<file path="src/logic/pit_cfg.svh">
// Register map, field positions, reset values and divider codes of the timer
`ifndef PIT_CFG_SVH
`define PIT_CFG_SVH

`define PIT_ADDR_CTRL 32'h8007FC40
`define PIT_ADDR_COUNT 32'h8007FC44
`define PIT_ADDR_EVT_STATUS 32'h8007FC50
`define PIT_ADDR_EVT_CLEAR 32'h8007FC54
`define PIT_ADDR_EVT_ENABLE 32'h8007FC58

`define PIT_RUN_BIT 30
`define PIT_IEN_BIT 29
`define PIT_PSC_HI 26
`define PIT_PSC_LO 24
`define PIT_FLAG_BIT 16
`define PIT_RELOAD_HI 15
`define PIT_RELOAD_LO 0
`define PIT_CTRL_READ_MASK 32'h6701FFFF

`define PIT_CTRL_RESET 32'h00000000
`define PIT_PSC_RESET 3'h0
`define PIT_RELOAD_RESET 16'h0000
`define PIT_COUNT_RESET 16'h0000
`define PIT_COUNT_ONE 16'h0001

`define PIT_EVT_WIDTH 2
`define PIT_EVT_EXPIRY 0
`define PIT_EVT_RESTART 1
`define PIT_EVT_RESET 2'h0

`define PIT_PSC_DIV4 3'h0
`define PIT_PSC_DIV8 3'h1
`define PIT_PSC_DIV16 3'h2
`define PIT_PSC_DIV32 3'h3
`define PIT_MASK_DIV4 6'h03
`define PIT_MASK_DIV8 6'h07
`define PIT_MASK_DIV16 6'h0F
`define PIT_MASK_DIV32 6'h1F
`define PIT_MASK_DIV64 6'h3F
`define PIT_PSC_CNT_RESET 6'h00

`endif

</file>
<file path="src/logic/pit_pkg.sv">
// Types shared by the periodic interval timer modules
`include "pit_cfg.svh"
package pit_pkg;

	typedef enum logic [2:0] {
		PIT_BUS_IDLE = 3'b001,
		PIT_BUS_RESP = 3'b010,
		PIT_BUS_DONE = 3'b100
	} pit_bus_state_t;

	// Terminal value of the prescaler counter for a divider code
	function automatic logic [5:0] pit_div_mask(input logic [2:0] code);
		logic [5:0] mask;
		mask = `PIT_MASK_DIV64;
		unique case (code)
			`PIT_PSC_DIV4: mask = `PIT_MASK_DIV4;
			`PIT_PSC_DIV8: mask = `PIT_MASK_DIV8;
			`PIT_PSC_DIV16: mask = `PIT_MASK_DIV16;
			`PIT_PSC_DIV32: mask = `PIT_MASK_DIV32;
			default: mask = `PIT_MASK_DIV64;
		endcase
		return mask;
	endfunction

endpackage

</file>
<file path="src/logic/pit_top.sv">
// Periodic interval timer with APB register slave and event interrupt
`timescale 1ns/10ps
`default_nettype none
`include "pit_cfg.svh"
// Functional notes
// - Period equals reload count over input clock divided by prescaler.
// - Reload zero gives 65536 ticks; reload one gives one tick.
// - Prescaler field resets to code zero, divide by four.
// - Run bit clear holds count; setting it restarts from the written reload value.
// - Interrupt enable clear blocks request; counting continues regardless.
// - Counter reaching zero sets the expiry flag.
// - Flag clears by writing zero after reading one; writing one keeps it.
// - Reserved control bits read zero; access allowed any time.
// - Control layout: run, irq enable, prescaler, flag, reload count.
// - Count register is read-only live count; reads do not disturb.
// - Request goes out to the interrupt controller.
// - At the zero crossing, counter reloads on that same tick and repeats.
// - Writing reload count restarts countdown from new value.
// - Prescaler codes zero to four divide by 4 to 64.
// - Request stays pending until the flag is cleared.
module pit_top
	import pit_pkg::*;
(
	input wire logic clk_i,
	input wire logic rst_n_i,
	input wire logic psel_i,
	input wire logic penable_i,
	input wire logic pwrite_i,
	input wire logic [31:0] paddr_i,
	input wire logic [31:0] pwdata_i,
	output logic [31:0] prdata_o,
	output logic pready_o,
	output logic pslverr_o,
	output logic irq_o
);

	pit_bus_state_t state;
	logic run_enable;
	logic interrupt_enable;
	logic [2:0] prescaler_select;
	logic expiry_flag;
	logic clear_armed;
	logic [15:0] reload_count;
	logic [15:0] live_count;
	logic [`PIT_EVT_WIDTH-1:0] evt_status;
	logic [`PIT_EVT_WIDTH-1:0] evt_enable;
	logic tick;
	logic tick_en;
	logic expire;
	logic commit;
	logic ctrl_wr;
	logic clr_wr;
	logic ctrl_rd;
	logic [31:0] ctrl_view;
	logic [31:0] next_rdata;
	logic next_err;

	// Next count: one wraps to reload, so reload zero spans 65536 ticks
	function automatic logic [15:0] pit_next_count(input logic [15:0] cur,
		input logic [15:0] rld);
		return (cur == `PIT_COUNT_ONE) ? rld : cur - `PIT_COUNT_ONE;
	endfunction

	function automatic logic pit_mapped(input logic [31:0] a);
		return a == `PIT_ADDR_CTRL || a == `PIT_ADDR_COUNT ||
			a == `PIT_ADDR_EVT_STATUS || a == `PIT_ADDR_EVT_CLEAR ||
			a == `PIT_ADDR_EVT_ENABLE;
	endfunction

	// Transfer completes where the registered pready is sampled high
	assign commit = psel_i && penable_i && pready_o;
	assign ctrl_wr = commit && pwrite_i && paddr_i == `PIT_ADDR_CTRL;
	assign clr_wr = commit && pwrite_i && paddr_i == `PIT_ADDR_EVT_CLEAR;
	assign ctrl_rd = commit && !pwrite_i && paddr_i == `PIT_ADDR_CTRL;
	assign tick_en = tick && run_enable;
	// terminal tick is the zero crossing
	assign expire = tick_en && live_count == `PIT_COUNT_ONE;

	always_comb begin
		ctrl_view = `PIT_CTRL_RESET;
		ctrl_view[`PIT_RUN_BIT] = run_enable;
		ctrl_view[`PIT_IEN_BIT] = interrupt_enable;
		ctrl_view[`PIT_PSC_HI:`PIT_PSC_LO] = prescaler_select;
		ctrl_view[`PIT_FLAG_BIT] = expiry_flag;
		ctrl_view[`PIT_RELOAD_HI:`PIT_RELOAD_LO] = reload_count;
	end

	// reads answered at any time; count read has no side effect
	always_comb begin
		next_rdata = `PIT_CTRL_RESET;
		next_err = 1'b0;
		if (!pwrite_i) begin
			if (paddr_i == `PIT_ADDR_CTRL) begin
				next_rdata = ctrl_view & `PIT_CTRL_READ_MASK;
			end else if (paddr_i == `PIT_ADDR_COUNT) begin
				next_rdata[15:0] = live_count;
			end else if (paddr_i == `PIT_ADDR_EVT_STATUS) begin
				next_rdata[`PIT_EVT_WIDTH-1:0] = evt_status;
			end else if (paddr_i == `PIT_ADDR_EVT_ENABLE) begin
				next_rdata[`PIT_EVT_WIDTH-1:0] = evt_enable;
			end
		end
		if (!pit_mapped(paddr_i)) begin
			next_err = 1'b1;
		end
	end

	// One wait state: answer registered in the first access cycle
	always_ff @(posedge clk_i) begin
		if (!rst_n_i) begin
			state <= PIT_BUS_IDLE;
			pready_o <= 1'b0;
			pslverr_o <= 1'b0;
			prdata_o <= `PIT_CTRL_RESET;
		end else begin
			unique case (state)
				PIT_BUS_IDLE: begin
					if (psel_i && penable_i) begin
						state <= PIT_BUS_RESP;
						pready_o <= 1'b1;
						pslverr_o <= next_err;
						prdata_o <= next_rdata;
					end
				end
				PIT_BUS_RESP: begin
					state <= PIT_BUS_DONE;
					pready_o <= 1'b0;
					pslverr_o <= 1'b0;
				end
				PIT_BUS_DONE: begin
					state <= PIT_BUS_IDLE;
				end
				default: begin
					state <= PIT_BUS_IDLE;
					pready_o <= 1'b0;
					pslverr_o <= 1'b0;
				end
			endcase
		end
	end

	always_ff @(posedge clk_i) begin
		if (!rst_n_i) begin
			run_enable <= 1'b0;
			interrupt_enable <= 1'b0;
			prescaler_select <= `PIT_PSC_RESET;
			reload_count <= `PIT_RELOAD_RESET;
		end else if (ctrl_wr) begin
			run_enable <= pwdata_i[`PIT_RUN_BIT];
			interrupt_enable <= pwdata_i[`PIT_IEN_BIT];
			prescaler_select <= pwdata_i[`PIT_PSC_HI:`PIT_PSC_LO];
			reload_count <= pwdata_i[`PIT_RELOAD_HI:`PIT_RELOAD_LO];
		end
	end

	// tick rate is the input clock over the selected divisor
	pit_prescaler u_prescaler (
		.clk_i(clk_i),
		.rst_n_i(rst_n_i),
		.restart_i(ctrl_wr),
		.code_i(prescaler_select),
		.tick_o(tick)
	);

	always_ff @(posedge clk_i) begin
		if (!rst_n_i) begin
			live_count <= `PIT_COUNT_RESET;
		end else if (ctrl_wr) begin
			live_count <= pwdata_i[`PIT_RELOAD_HI:`PIT_RELOAD_LO];
		end else if (tick_en) begin
			// zero and one handled by next-count wrap
			live_count <= pit_next_count(live_count, reload_count);
		end
		// no tick_en while stopped, count held
	end

	// Read of a set flag arms the clear; any later control write disarms
	always_ff @(posedge clk_i) begin
		if (!rst_n_i) begin
			clear_armed <= 1'b0;
		end else if (ctrl_rd && expiry_flag) begin
			clear_armed <= 1'b1;
		end else if (ctrl_wr || !expiry_flag) begin
			clear_armed <= 1'b0;
		end
	end

	// set on expiry; set wins, write of one ignored
	always_ff @(posedge clk_i) begin
		if (!rst_n_i) begin
			expiry_flag <= 1'b0;
		end else if (expire) begin
			expiry_flag <= 1'b1;
		end else if (ctrl_wr && clear_armed && !pwdata_i[`PIT_FLAG_BIT]) begin
			expiry_flag <= 1'b0;
		end
	end

	// Event status: sticky, cleared by write-one to the clear register
	always_ff @(posedge clk_i) begin
		if (!rst_n_i) begin
			evt_status <= `PIT_EVT_RESET;
			evt_enable <= `PIT_EVT_RESET;
		end else begin
			for (int i = 0; i < `PIT_EVT_WIDTH; i++) begin
				if (clr_wr && pwdata_i[i]) begin
					evt_status[i] <= 1'b0;
				end
			end
			if (expire) begin
				evt_status[`PIT_EVT_EXPIRY] <= 1'b1;
			end
			if (ctrl_wr) begin
				evt_status[`PIT_EVT_RESTART] <= 1'b1;
			end
			if (commit && pwrite_i && paddr_i == `PIT_ADDR_EVT_ENABLE) begin
				evt_enable <= pwdata_i[`PIT_EVT_WIDTH-1:0];
			end
		end
	end

	// gated by interrupt enable, events also by their enable; counting untouched
	// level request toward the interrupt controller
	// flag is sticky so the request persists
	always_ff @(posedge clk_i) begin
		if (!rst_n_i) begin
			irq_o <= 1'b0;
		end else begin
			irq_o <= interrupt_enable &&
				(expiry_flag || |(evt_status & evt_enable));
		end
	end
endmodule
`default_nettype wire

</file>
<file path="src/logic/pit_prescaler.sv">
// Clock prescaler producing the one-cycle timer tick enable
`timescale 1ns/10ps
`default_nettype none
`include "pit_cfg.svh"
module pit_prescaler
	import pit_pkg::*;
(
	input wire logic clk_i,
	input wire logic rst_n_i,
	input wire logic restart_i,
	input wire logic [2:0] code_i,
	output logic tick_o
);

	logic [5:0] cnt;
	logic [5:0] lim;

	assign lim = pit_div_mask(code_i);

	always_ff @(posedge clk_i) begin
		if (!rst_n_i || restart_i) begin
			cnt <= `PIT_PSC_CNT_RESET;
			tick_o <= 1'b0;
		end else if (cnt >= lim) begin
			// Code change mid-period wraps at once, never overshoots
			cnt <= `PIT_PSC_CNT_RESET;
			tick_o <= 1'b1;
		end else begin
			cnt <= cnt + 6'h01;
			tick_o <= 1'b0;
		end
	end

endmodule
`default_nettype wire

</file>
<file path="config.mk">
export PLATFORM = sky130hd
export DESIGN_NAME = pit_top
export DESIGN_NICKNAME = d
export VERILOG_FILES = /design/src/logic/pit_pkg.sv /design/src/logic/pit_top.sv /design/src/logic/pit_prescaler.sv
export VERILOG_INCLUDE_DIRS = /design/src /design/src/logic
export SDC_FILE = /design/constraint.sdc
export NUM_CORES = 1
export LEC_CHECK = 0
export BUFFER_PORTS_ARGS = -buffer_cell sky130_fd_sc_hd__buf_2
export CAP_MARGIN = 20
export CORE_ASPECT_RATIO = 2
export CORE_MARGIN = 3
export CORE_UTILIZATION = 53
export DETAILED_ROUTE_END_ITERATION = 10
export GPL_TIMING_DRIVEN = 0
export MAX_ROUTING_LAYER = met4
export PLACE_DENSITY_LB_ADDON = 0.3
export SLEW_MARGIN = 20
export SYNTH_ARGS = -nofsm -noshare
export SYNTH_HDL_FRONTEND = slang
export SYNTH_SLANG_ARGS = --single-unit
</file>
<file path="constraint.sdc">
create_clock -name clk_i -period 3.08 [get_ports clk_i]
set_clock_uncertainty 0.15 [all_clocks]
set_input_delay 0.308 -clock clk_i [delete_from_list [all_inputs] [get_ports clk_i]]
set_output_delay 0.308 -clock clk_i [all_outputs]
set_load 0.02 [all_outputs]
</file>
==> parameters.txt, run 1 <==
Parameter                              Value

Timing
  Final WS setup    0.198 ns
  Remaining max-slew budget at the tightest pin    0.289
  Final hold vios    0
  Final slew viol count    0
  Final-report setup violation count    0
  Final Critical Period    2.88 ns
  Final hold slack    0.0581 ns
  Highest clock frequency the design can meet    347 MHz
  Final worst path period share    0.936
  Setup Total Neg Slack    0 ns
  Setup repair after global routing missed its margin    no
  Slew @ Worst Pin    1.06 ns

Die
  Effective utilization at floorplan    0.551
  Core region area    7050 um^2
  Floorplan die area    8460 um^2
  Vertical die dimension    127 um
  Number of core rows    43
  Boundary Pins    104
  Die Wd    66.6 um

Power
  Power density relative to cell area    499 nW/um^2
  VDD IR max    0.000529 V
  Total power of the final layout    2.39 mW
  Leakage    1.88 nW

Run status
  Result of the run    complete, no violations

Synth
  Synthesized instance count    479
  Area fraction of the dominant cell type after synthesis    0.402
  Synth Cell Area    3890 um^2
  Proportion of synthesized flip-flops having asynchronous set or reset    0
  Unique masters post-synth    64
  Sequential area share after synthesis    0.402
  Area leader, netlist    sky130_fd_sc_hd__dfxtp_1
  Leading post-synthesis cells by cell area    sky130_fd_sc_hd__dfxtp_1 (40%), sky130_fd_sc_hd__a21oi_1 (7.6%), sky130_fd_sc_hd__nand2_1 (6.7%)
  Most used DFF post-synth    sky130_fd_sc_hd__dfxtp_1
  Post-synth EDFFs    0
  Synthesis Warnings    0
  Post-synthesis average cell area    8.11 um^2
  Flip-flop and latch count after synthesis    78

Cells and area
  Storage cell area    1560 um^2
  Net count reported at finish    658
  Count of fill cells added during filler insertion    626
  Ant. Diodes    0
  Most common cell after layout, fill and taps aside    sky130_fd_sc_hd__buf_2
  Area used by multi-input combinational logic    2110 um^2
  Non-Filler Instances    677
  Share of cells above drive strength 1    0.211
  Most used cells in the layout excluding fill and tap cells    sky130_fd_sc_hd__buf_2 (89), sky130_fd_sc_hd__dfxtp_1 (78), sky130_fd_sc_hd__nand2_1 (69)
  Signed area change from the synthesized netlist to the final layout    23.1%

Clock network
  Clock edge transition at the registers on the reported setup and hold paths    0.06 ns
  Number of buffers on the longest clock path    2
  Clock tree sinks    78
  Gates resized, CTS repair    0
  Root buf cell    sky130_fd_sc_hd__clkbuf_16
  TritonCTS Buffers    9
  CTS hold repair buffers    0
  TritonCTS clock tree    yes
  H-tree Lvls    3
  Source-to-sink clock delay at the later pin of the worst-skew pair    0.34 ns
  Number of buffers inserted to repair setup after CTS    0

Route
  DRT antenna net count    0
  Post-detailed-routing wire length    12700 um
  DRC violations left    0
  First-pass DRT Iterations    5
  Wire length per cell    18.8 um
  Initial DRC Count    296
  Via Count    4210
  Detailed-route vias per instance    6.22

Run
  Number of max-cap violations    0

Critical path
  CP Max Fanout    10
  Critical Path Source Type    register
  Class of the most critical setup path    register to register
  Data arrival time of the critical path    3.00 ns
  Crit path capture type    register
  Critical path required time    3.19 ns

Placement
  Minimum setup slack after placement    0.250 ns
  Gp weighted congestion    0.976
  Dpl hpwl    9390 um
  Count of input and output buffers    83
  DP Cell Count    661

Global routing
  GR Util All Layers    0.319
  Vias in the first global route    4068
  Fraction of met2 tracks used by global routing    0.540
  Met3 global-route usage    0.0598
  Pin count of the biggest net entering global routing    14
  GR Util met1    0.332
  Grt ovf    0
  Antenna violations before repair    0
  Global-route layer with the greatest usage    met2
  Wire length of the first global-routing pass    19900 um

Hold path
  Hold WC Path Type    input pin to register
area by class of cell:
cell class	count	share of cell area
tap	90	0.0235
multi-input combinational	359	0.442
buffer	41	0.0432
sequential	78	0.327
inverter	10	0.00785
clock buffer	11	0.0529
timing repair buffer	83	0.0869
clock inverter	5	0.0170
metrics by stage:
| step | utilization | instance area, um^2 |
|---|---|---|
| global placement | 0.631 | 4450 |
| detailed placement | 0.631 | 4450 |
| floorplan | - | 3920 |
| global route | 0.679 | 4780 |
| CTS | 0.679 | 4780 |
| finish | 0.679 | 4780 |
power breakdown:
part           switching (mW)  internal [mW]  total, mW
clock network           0.423          0.753       1.18
logic                   0.105         0.0704      0.175
registers              0.0101           1.02       1.03
worst max-delay path, cell delays in order, from the launching register on:
cell                       delay [ns]
sky130_fd_sc_hd__dfxtp_1         0.35
sky130_fd_sc_hd__nor3b_1         0.35
sky130_fd_sc_hd__nand2_1         0.29
sky130_fd_sc_hd__nor2_1          0.87
sky130_fd_sc_hd__clkbuf_1        0.45
sky130_fd_sc_hd__nand3_1         0.16
sky130_fd_sc_hd__a21oi_1         0.18
cell families after synthesis:
logic type,Yosys count,synth area share
fa+ha+maj,7,0.0225
flops,78,0.402
buf+inv,51,0.0628
xor+xnor,6,0.0135
compound gates,129,0.218
other cells,1,0.000965
mux,3,0.00805
simple gates,204,0.273
path summary, 6_finish.rpt:
path                   endpoint  depth (start not counted)          startpoint  slack (ns)
min            interrupt_enable                          3        pwdata_i[29]        0.06
max reg2reg        prdata_o[11]                          6            state[0]        0.20
min reg2reg  u_prescaler.cnt[0]                          1  u_prescaler.cnt[0]        0.29
max                prdata_o[11]                          6            state[0]        0.20
layer usage:
layer / vias up / share of wire
met4: 0 / 0.055
met5: - / 0
li1: 1974 / -
met2: 236 / 0.51
met3: 57 / 0.090
met1: 1943 / 0.34
state kept, by name, summed over array words and instances (netlist names), 2 cells and up:
| name | count |
|---|---|
| prdata_o | 22 |
| live_count | 16 |
| reload_count | 16 |
| u_prescaler.cnt | 6 |
| prescaler_select | 3 |
| state | 3 |
| evt_enable | 2 |
| evt_status | 2 |
synthesized netlist by cell type (2+ instances only):
cell	instances
sky130_fd_sc_hd__a21o_1	2
sky130_fd_sc_hd__a21oi_1	59
sky130_fd_sc_hd__a31oi_1	2
sky130_fd_sc_hd__a32oi_1	13
sky130_fd_sc_hd__and2_1	4
sky130_fd_sc_hd__and3_1	5
sky130_fd_sc_hd__and4_1	3
sky130_fd_sc_hd__and4b_1	4
sky130_fd_sc_hd__buf_2	6
sky130_fd_sc_hd__buf_4	10
sky130_fd_sc_hd__clkbuf_1	24
sky130_fd_sc_hd__dfxtp_1	78
sky130_fd_sc_hd__ha_1	7
sky130_fd_sc_hd__inv_1	9
sky130_fd_sc_hd__mux2i_1	2
sky130_fd_sc_hd__nand2_1	69
sky130_fd_sc_hd__nand2b_1	2
sky130_fd_sc_hd__nand3_1	31
sky130_fd_sc_hd__nand4_1	7
sky130_fd_sc_hd__nand4b_1	2
sky130_fd_sc_hd__nor2_1	26
sky130_fd_sc_hd__nor2b_1	2
sky130_fd_sc_hd__nor3_1	12
sky130_fd_sc_hd__nor3b_1	2
sky130_fd_sc_hd__nor4_1	14
sky130_fd_sc_hd__nor4b_1	2
sky130_fd_sc_hd__o21ai_0	15
sky130_fd_sc_hd__o221a_2	2
sky130_fd_sc_hd__o22ai_1	7
sky130_fd_sc_hd__o311a_1	2
sky130_fd_sc_hd__o311ai_0	4
sky130_fd_sc_hd__o31ai_1	3
sky130_fd_sc_hd__o32ai_1	4
sky130_fd_sc_hd__or3_1	7
sky130_fd_sc_hd__or4_1	3
sky130_fd_sc_hd__or4b_1	2
sky130_fd_sc_hd__or4bb_1	2
sky130_fd_sc_hd__xnor2_1	3
sky130_fd_sc_hd__xor2_1	3
(Power assumes the default switching activity.)
==> run 2, diff against run 1 <==
--- a/config.mk
+++ b/config.mk
@@ -8,9 +8,11 @@
 export LEC_CHECK = 0
 export BUFFER_PORTS_ARGS = -buffer_cell sky130_fd_sc_hd__buf_2
 export CAP_MARGIN = 20
+export CELL_PAD_IN_SITES_DETAIL_PLACEMENT = 1
+export CELL_PAD_IN_SITES_GLOBAL_PLACEMENT = 1
 export CORE_ASPECT_RATIO = 2
 export CORE_MARGIN = 3
-export CORE_UTILIZATION = 53
+export CORE_UTILIZATION = 38
 export DETAILED_ROUTE_END_ITERATION = 10
 export GPL_TIMING_DRIVEN = 0
 export MAX_ROUTING_LAYER = met4
==> run 2 against run 1 <==
Compared with the run above: sequential cell count stayed put; sequential share of layout area is 0.085 points lower; worst setup slack worse by 0.097 ns; fmax is 3.3% lower; clock power is 11% lower; global-route usage is 5.1 points lower; final cell count is 6.2% higher; first-iteration DRC count is 21% lower; sequential power hardly changed; critical path type unchanged; largest cell class unchanged; largest power group unchanged; highest routed layer unchanged.
==> parameters.txt, run 2 (same netlist as run 1, synthesis figures left out) <==
Parameter                              Value

Run
  Number of max-cap violations    0

Timing
  Setup Total Neg Slack    0 ns
  Final slew viol count    0
  Final Critical Period    2.98 ns
  Final WS setup    0.100 ns
  Final worst path period share    0.967
  Setup repair after global routing missed its margin    no
  Highest clock frequency the design can meet    336 MHz
  Final hold vios    0
  Final-report setup violation count    0
  Final hold slack    0.0615 ns
  Slew @ Worst Pin    1.03 ns
  Remaining max-slew budget at the tightest pin    0.304

Critical path
  CP Max Fanout    10
  Critical path required time    3.19 ns
  Length in cells of the worst reg-to-reg path    6
  Class of the most critical setup path    register to register
  Crit path cell chain    nor3b_1 -> nand2_1 -> nor2_1 -> clkbuf_1 -> nand3_1 -> a21oi_1
  Slowest cell delay on critical path    0.86 ns
  Crit path capture type    register
  Critical Path Source Type    register
  Data arrival time of the critical path    3.09 ns
  Cell type of the slowest stage on the worst timing path    sky130_fd_sc_hd__nor2_1

Clock network
  TritonCTS clock tree    yes
  TritonCTS Buffers    9
  Number of buffers on the longest clock path    2
  Clock edge transition at the registers on the reported setup and hold paths    0.06 ns
  Root buf cell    sky130_fd_sc_hd__clkbuf_16
  Number of buffers inserted to repair setup after CTS    0
  Source-to-sink clock delay at the later pin of the worst-skew pair    0.34 ns
  Clock tree sinks    78
  H-tree Lvls    3

Global routing
  Wire length of the first global-routing pass    23200 um
  Vias in the first global route    4557
  Antenna violations before repair    0
  Pin count of the biggest net entering global routing    14
  GR Util All Layers    0.268
  Grt ovf    0

Cells and area
  Register bank with the most flops    prdata_o
  Non-Filler Instances    719
  Net count reported at finish    658
  Number of flip-flops in the largest register    22
  Most common cell after layout, fill and taps aside    sky130_fd_sc_hd__buf_2
  Ant. Diodes    0
  Registers with the most flip-flops    prdata_o: 22 flops, live_count: 16 flops, reload_count: 16 flops
  Signed area change from the synthesized netlist to the final layout    23.4%
  Share of cells above drive strength 1    0.211
  Most used cells in the layout excluding fill and tap cells    sky130_fd_sc_hd__buf_2 (89), sky130_fd_sc_hd__dfxtp_1 (78), sky130_fd_sc_hd__nand2_1 (69)

Power
  Power density relative to cell area    473 nW/um^2
  VDD IR max    0.000277 V
  Leakage    1.86 nW

Route
  Wire length per cell    20.7 um
  Via Count    4233
  Post-detailed-routing wire length    14900 um
  First-pass DRT Iterations    4
  DRT antenna net count    0
  Initial DRC Count    234
  Detailed-route vias per instance    5.89
  DRC violations left    0

Placement
  Gp weighted congestion    0.904
  Count of input and output buffers    83
  Minimum setup slack after placement    0.0704 ns
  Dpl hpwl    11400 um
  DP Cell Count    703

Hold path
  Number of stages on the worst hold path    3
  Hold WC Path Type    input pin to register

Die
  Number of core rows    51
  Effective utilization at floorplan    0.395
  Vertical die dimension    149 um
  Die Wd    77.5 um
  Boundary Pins    104
  Core region area    9830 um^2
  Floorplan die area    11600 um^2

Run status
  Result of the run    complete, no violations
[run 2: changes by cell type in the layout (fill, tap and decap cells not counted), sizes merged]
| cell | delta |
|---|---|
| clkinvlp | -1 |
| bufinv | -1 |
| clkbuf | -1 |
| clkinv | +3 |
[run 2: routing by layer]
| layer | global-route usage | share of wire | vias up |
|---|---|---|---|
| met3 | 0.0490 | 0.044 | 49 |
| met4 | 0.152 | 0.045 | 0 |
| met5 | - | 0 | - |
| met1 | 0.242 | 0.34 | 2074 |
| met2 | 0.511 | 0.57 | 145 |
| li1 | - | - | 1965 |
[run 2: worst paths after layout]
path | start | to | slack, ns
max | state[0] | prdata_o[13] | 0.10
min | pwdata_i[29] | interrupt_enable | 0.06
max reg2reg | state[0] | prdata_o[13] | 0.10
min reg2reg | prdata_o[16] | prdata_o[16] | 0.30
[run 2: critical path, delay by kind of cell, from the launching register on]
family                 cells  cell delay, ns
flip-flops                 1            0.36
buffers and inverters      1            0.51
AO/OA/AOI/OAI              1            0.19
AND/OR/NAND/NOR            4            1.69
[run 2: power breakdown]
part / internal, mW / leakage, nW / switching [mW]
clock network: 0.626 / 0.146 / 0.425
logic: 0.0709 / 1.09 / 0.110
registers: 1.02 / 0.629 / 0.0112
[run 2: area by class of cell]
cell class,count,area (um^2)
Inverter,10,37.5
Clock inverter,6,62.6
Tap cell,132,165
Multi-Input combinational cell,359,2120
Buffer,41,206
Fill cell,1268,5030
Timing Repair Buffer,83,415
Sequential cell,78,1560
Clock buffer,10,229
[run 2: what timing repair did]
item / in CTS / in global routing
endpoints found under the setup margin: 0 / 3
hold buffers: 0 / 0
gates resized for setup: 0 / 1
[run 2: stage by stage]
step	utilization	total power, mW	instance area, um^2
after CTS	0.488	2.28	4790
after global routing	0.488	2.34	4790
after global placement	0.458	1.23	4500
final	0.488	2.27	4790
after floorplan	-	1.15	3920
after detailed placement	0.458	1.24	4500
==> run 3, diff against run 2 <==
--- a/config.mk
+++ b/config.mk
@@ -6,17 +6,18 @@
 export SDC_FILE = /design/constraint.sdc
 export NUM_CORES = 1
 export LEC_CHECK = 0
+export ABC_AREA = 1
 export BUFFER_PORTS_ARGS = -buffer_cell sky130_fd_sc_hd__buf_2
 export CAP_MARGIN = 20
 export CELL_PAD_IN_SITES_DETAIL_PLACEMENT = 1
 export CELL_PAD_IN_SITES_GLOBAL_PLACEMENT = 1
 export CORE_ASPECT_RATIO = 2
 export CORE_MARGIN = 3
-export CORE_UTILIZATION = 38
+export CORE_UTILIZATION = 37
 export DETAILED_ROUTE_END_ITERATION = 10
 export GPL_TIMING_DRIVEN = 0
 export MAX_ROUTING_LAYER = met4
-export PLACE_DENSITY_LB_ADDON = 0.3
+export PLACE_DENSITY_LB_ADDON = 0.12
 export SLEW_MARGIN = 20
 export SYNTH_ARGS = -nofsm -noshare
 export SYNTH_HDL_FRONTEND = slang
==> run 3 against run 2 <==
Compared with the run above: synthesized area increased by 15%; combinational power is essentially flat; worst hold slack improved by 0.012 ns.
==> parameters.txt, run 3 <==
Parameter                              Value

Run status
  Result of the run    complete, no violations

Route
  DRC violations left    0
  Initial DRC Count    159
  First-pass DRT Iterations    4
  Wire length per cell    17.0 um
  Post-detailed-routing wire length    16100 um
  Detailed-route vias per instance    5.15
  Via Count    4873
  DRT antenna net count    0

Critical path
  Depth of the critical timing path with buffers and inverters included    11
  Last element of the critical path    live_count[12]
  Length in cells of the worst reg-to-reg path    11
  Critical path required time    3.14 ns
  Data arrival time of the critical path    2.15 ns
  Crit path capture type    register
  Crit path launch    live_count[0]
  Sum of buffers and inverters on the critical path    1
  Slowest cell delay on critical path    0.34 ns
  Critical Path Source Type    register
  Worst flop-to-flop path startpoint    live_count[0]
  Crit path top cell by count    sky130_fd_sc_hd__nand2_1
  Crit path cell chain    inv_1 -> ha_1 -> nand2_1 -> nor2_1 -> nand2_1 -> nor2_1 -> nand2_1 -> nand3_1 -> o21ai_0 -> nand3_2 -> a21oi_2
  Reg-to-Reg End    live_count[12]
  Cell type of the slowest stage on the worst timing path    sky130_fd_sc_hd__dfxtp_1
  Cell class contributing the biggest share of worst-path delay    simple AND/OR/NAND/NOR gates
  CP Max Fanout    5
  Register-to-Register Setup Slack    0.99 ns
  Class of the most critical setup path    register to register

Die
  Floorplan die area    13500 um^2
  Boundary Pins    104
  Effective utilization at floorplan    0.380
  Core region area    11800 um^2
  Die Wd    83.8 um
  Vertical die dimension    162 um
  Number of core rows    56

Timing
  Highest clock frequency the design can meet    479 MHz
  Setup repair after global routing missed its margin    no
  Remaining max-slew budget at the tightest pin    0.512
  Slew @ Worst Pin    0.732 ns
  Final hold vios    0
  Setup Total Neg Slack    0 ns
  Final Critical Period    2.09 ns
  Final worst path period share    0.678
  Final slew viol count    0
  Final WS setup    0.991 ns
  Final-report setup violation count    0

Hold path
  Hold WC Path Type    input pin to register
  Number of stages on the worst hold path    3
  Hold Crit Start    pwdata_i[9]

Global routing
  GR Util All Layers    0.251
  Vias in the first global route    5340
  Wire length of the first global-routing pass    25900 um
  Antenna violations before repair    0
  Grt ovf    0
  Pin count of the biggest net entering global routing    15

Clock network
  CTS hold repair buffers    0
  Number of buffers inserted to repair setup after CTS    0
  TritonCTS Buffers    9
  Number of buffers on the longest clock path    2
  Root buf cell    sky130_fd_sc_hd__clkbuf_16
  Gates resized, CTS repair    0
  Clock tree sinks    78
  TritonCTS clock tree    yes
  Source-to-sink clock delay at the later pin of the worst-skew pair    0.35 ns
  Clock edge transition at the registers on the reported setup and hold paths    0.07 ns
  H-tree Lvls    3

Synth
  Leading post-synthesis cells by cell area    sky130_fd_sc_hd__dfxtp_1 (35%), sky130_fd_sc_hd__nand2_1 (13%), sky130_fd_sc_hd__nor2_1 (10%)
  Flip-flop and latch count after synthesis    78
  Most common library cells after synthesis    sky130_fd_sc_hd__nand2_1 (154), sky130_fd_sc_hd__nor2_1 (125), sky130_fd_sc_hd__inv_1 (81)
  Top-count cell post-synth    sky130_fd_sc_hd__nand2_1
  Area fraction of the dominant cell type after synthesis    0.349
  Post-synth EDFFs    0
  Most used DFF post-synth    sky130_fd_sc_hd__dfxtp_1
  Post-synthesis average cell area    6.44 um^2
  Unique masters post-synth    40
  Sequential area share after synthesis    0.349
  Proportion of synthesized flip-flops having asynchronous set or reset    0
  Synth Cell Area    4480 um^2
  Area leader, netlist    sky130_fd_sc_hd__dfxtp_1
  Synthesized instance count    695
  Synthesis Warnings    0

Power
  VDD IR max    0.000492 V
  Power density relative to cell area    441 nW/um^2
  Leakage    2.55 nW

Placement
  Minimum setup slack after placement    0.967 ns
  Gp weighted congestion    0.930
  Count of input and output buffers    82
  DP Cell Count    931
  Dpl hpwl    12800 um

Cells and area
  Post-layout util    0.461
  Share of cells above drive strength 1    0.193
  Register bank with the most flops    prdata_o
  Registers with the most flip-flops    prdata_o: 22 flops, live_count: 16 flops, reload_count: 16 flops
  Signed area change from the synthesized netlist to the final layout    21.2%
  Net count reported at finish    873
  Most common cell after layout, fill and taps aside    sky130_fd_sc_hd__nand2_1
  Non-Filler Instances    947
  Number of flip-flops in the largest register    22
  Most used cells in the layout excluding fill and tap cells    sky130_fd_sc_hd__nand2_1 (154), sky130_fd_sc_hd__nor2_1 (125), sky130_fd_sc_hd__buf_2 (91)
  Ant. Diodes    0

Run
  Number of max-cap violations    0
[run 3: final cells by class]
class	instances	area, um^2
Sequential cell	78	1560
Tap cell	145	181
Timing Repair Buffer	82	410
Fill cell	1626	6340
Clock inverter	6	93.8
Clock buffer	10	229
Multi-Input combinational cell	503	2400
Inverter	91	343
Buffer	32	203
[run 3: layer usage]
layer	global-route usage	share of wire
met3	0.0373	0.025
met4	0.137	0.051
met5	-	0
met1	0.229	0.35
met2	0.486	0.58
[run 3: worst register-to-register path, cell delays in order (launching register included)]
cell and delay, ns:
sky130_fd_sc_hd__dfxtp_1 0.34, sky130_fd_sc_hd__inv_1 0.12, sky130_fd_sc_hd__ha_1 0.27, sky130_fd_sc_hd__nand2_1 0.11, sky130_fd_sc_hd__nor2_1 0.34, sky130_fd_sc_hd__nand2_1 0.10, sky130_fd_sc_hd__nor2_1 0.16, sky130_fd_sc_hd__nand2_1 0.07
sky130_fd_sc_hd__nand3_1 0.07, sky130_fd_sc_hd__o21ai_0 0.10, sky130_fd_sc_hd__nand3_2 0.08, sky130_fd_sc_hd__a21oi_2 0.05
[run 3: worst min-delay path by stage]
stage,to
finish,reload_count[9]
global route,live_count[5]
CTS,reload_count[9]
detailed placement,u_prescaler.cnt[0]
global placement,state[2]
floorplan,state[2]
[run 3: cells by family after synthesis]
group | after synthesis | share of synthesized area
AOI/OAI and AO/OA | 96 | 0.116
and+or+nand+nor | 384 | 0.382
adders and majority gates | 7 | 0.0196
DFF | 78 | 0.349
buffers and inverters | 123 | 0.122
xor gates and xnor gates | 6 | 0.0117
other | 1 | 0.000837
[run 3: report_power, final]
part           leakage (nW)  switching [mW]  total (mW)  internal, mW
Sequential            0.629         0.00803        1.03          1.02
Combinational          1.77           0.116       0.181        0.0651
Clock                 0.153           0.465        1.18         0.716
[run 3: per-stage QoR]
stage / hold slack, ns / total power [mW] / instance area (um^2)
5_1_grt: 0.0930 / 2.47 / 5430
3_3_place_gp: 0.268 / 1.23 / 5100
4_1_cts: 0.0738 / 2.40 / 5430
6_report: 0.0737 / 2.39 / 5430
3_5_place_dp: 0.297 / 1.23 / 5100
2_1_floorplan: 0.263 / 1.15 / 4510
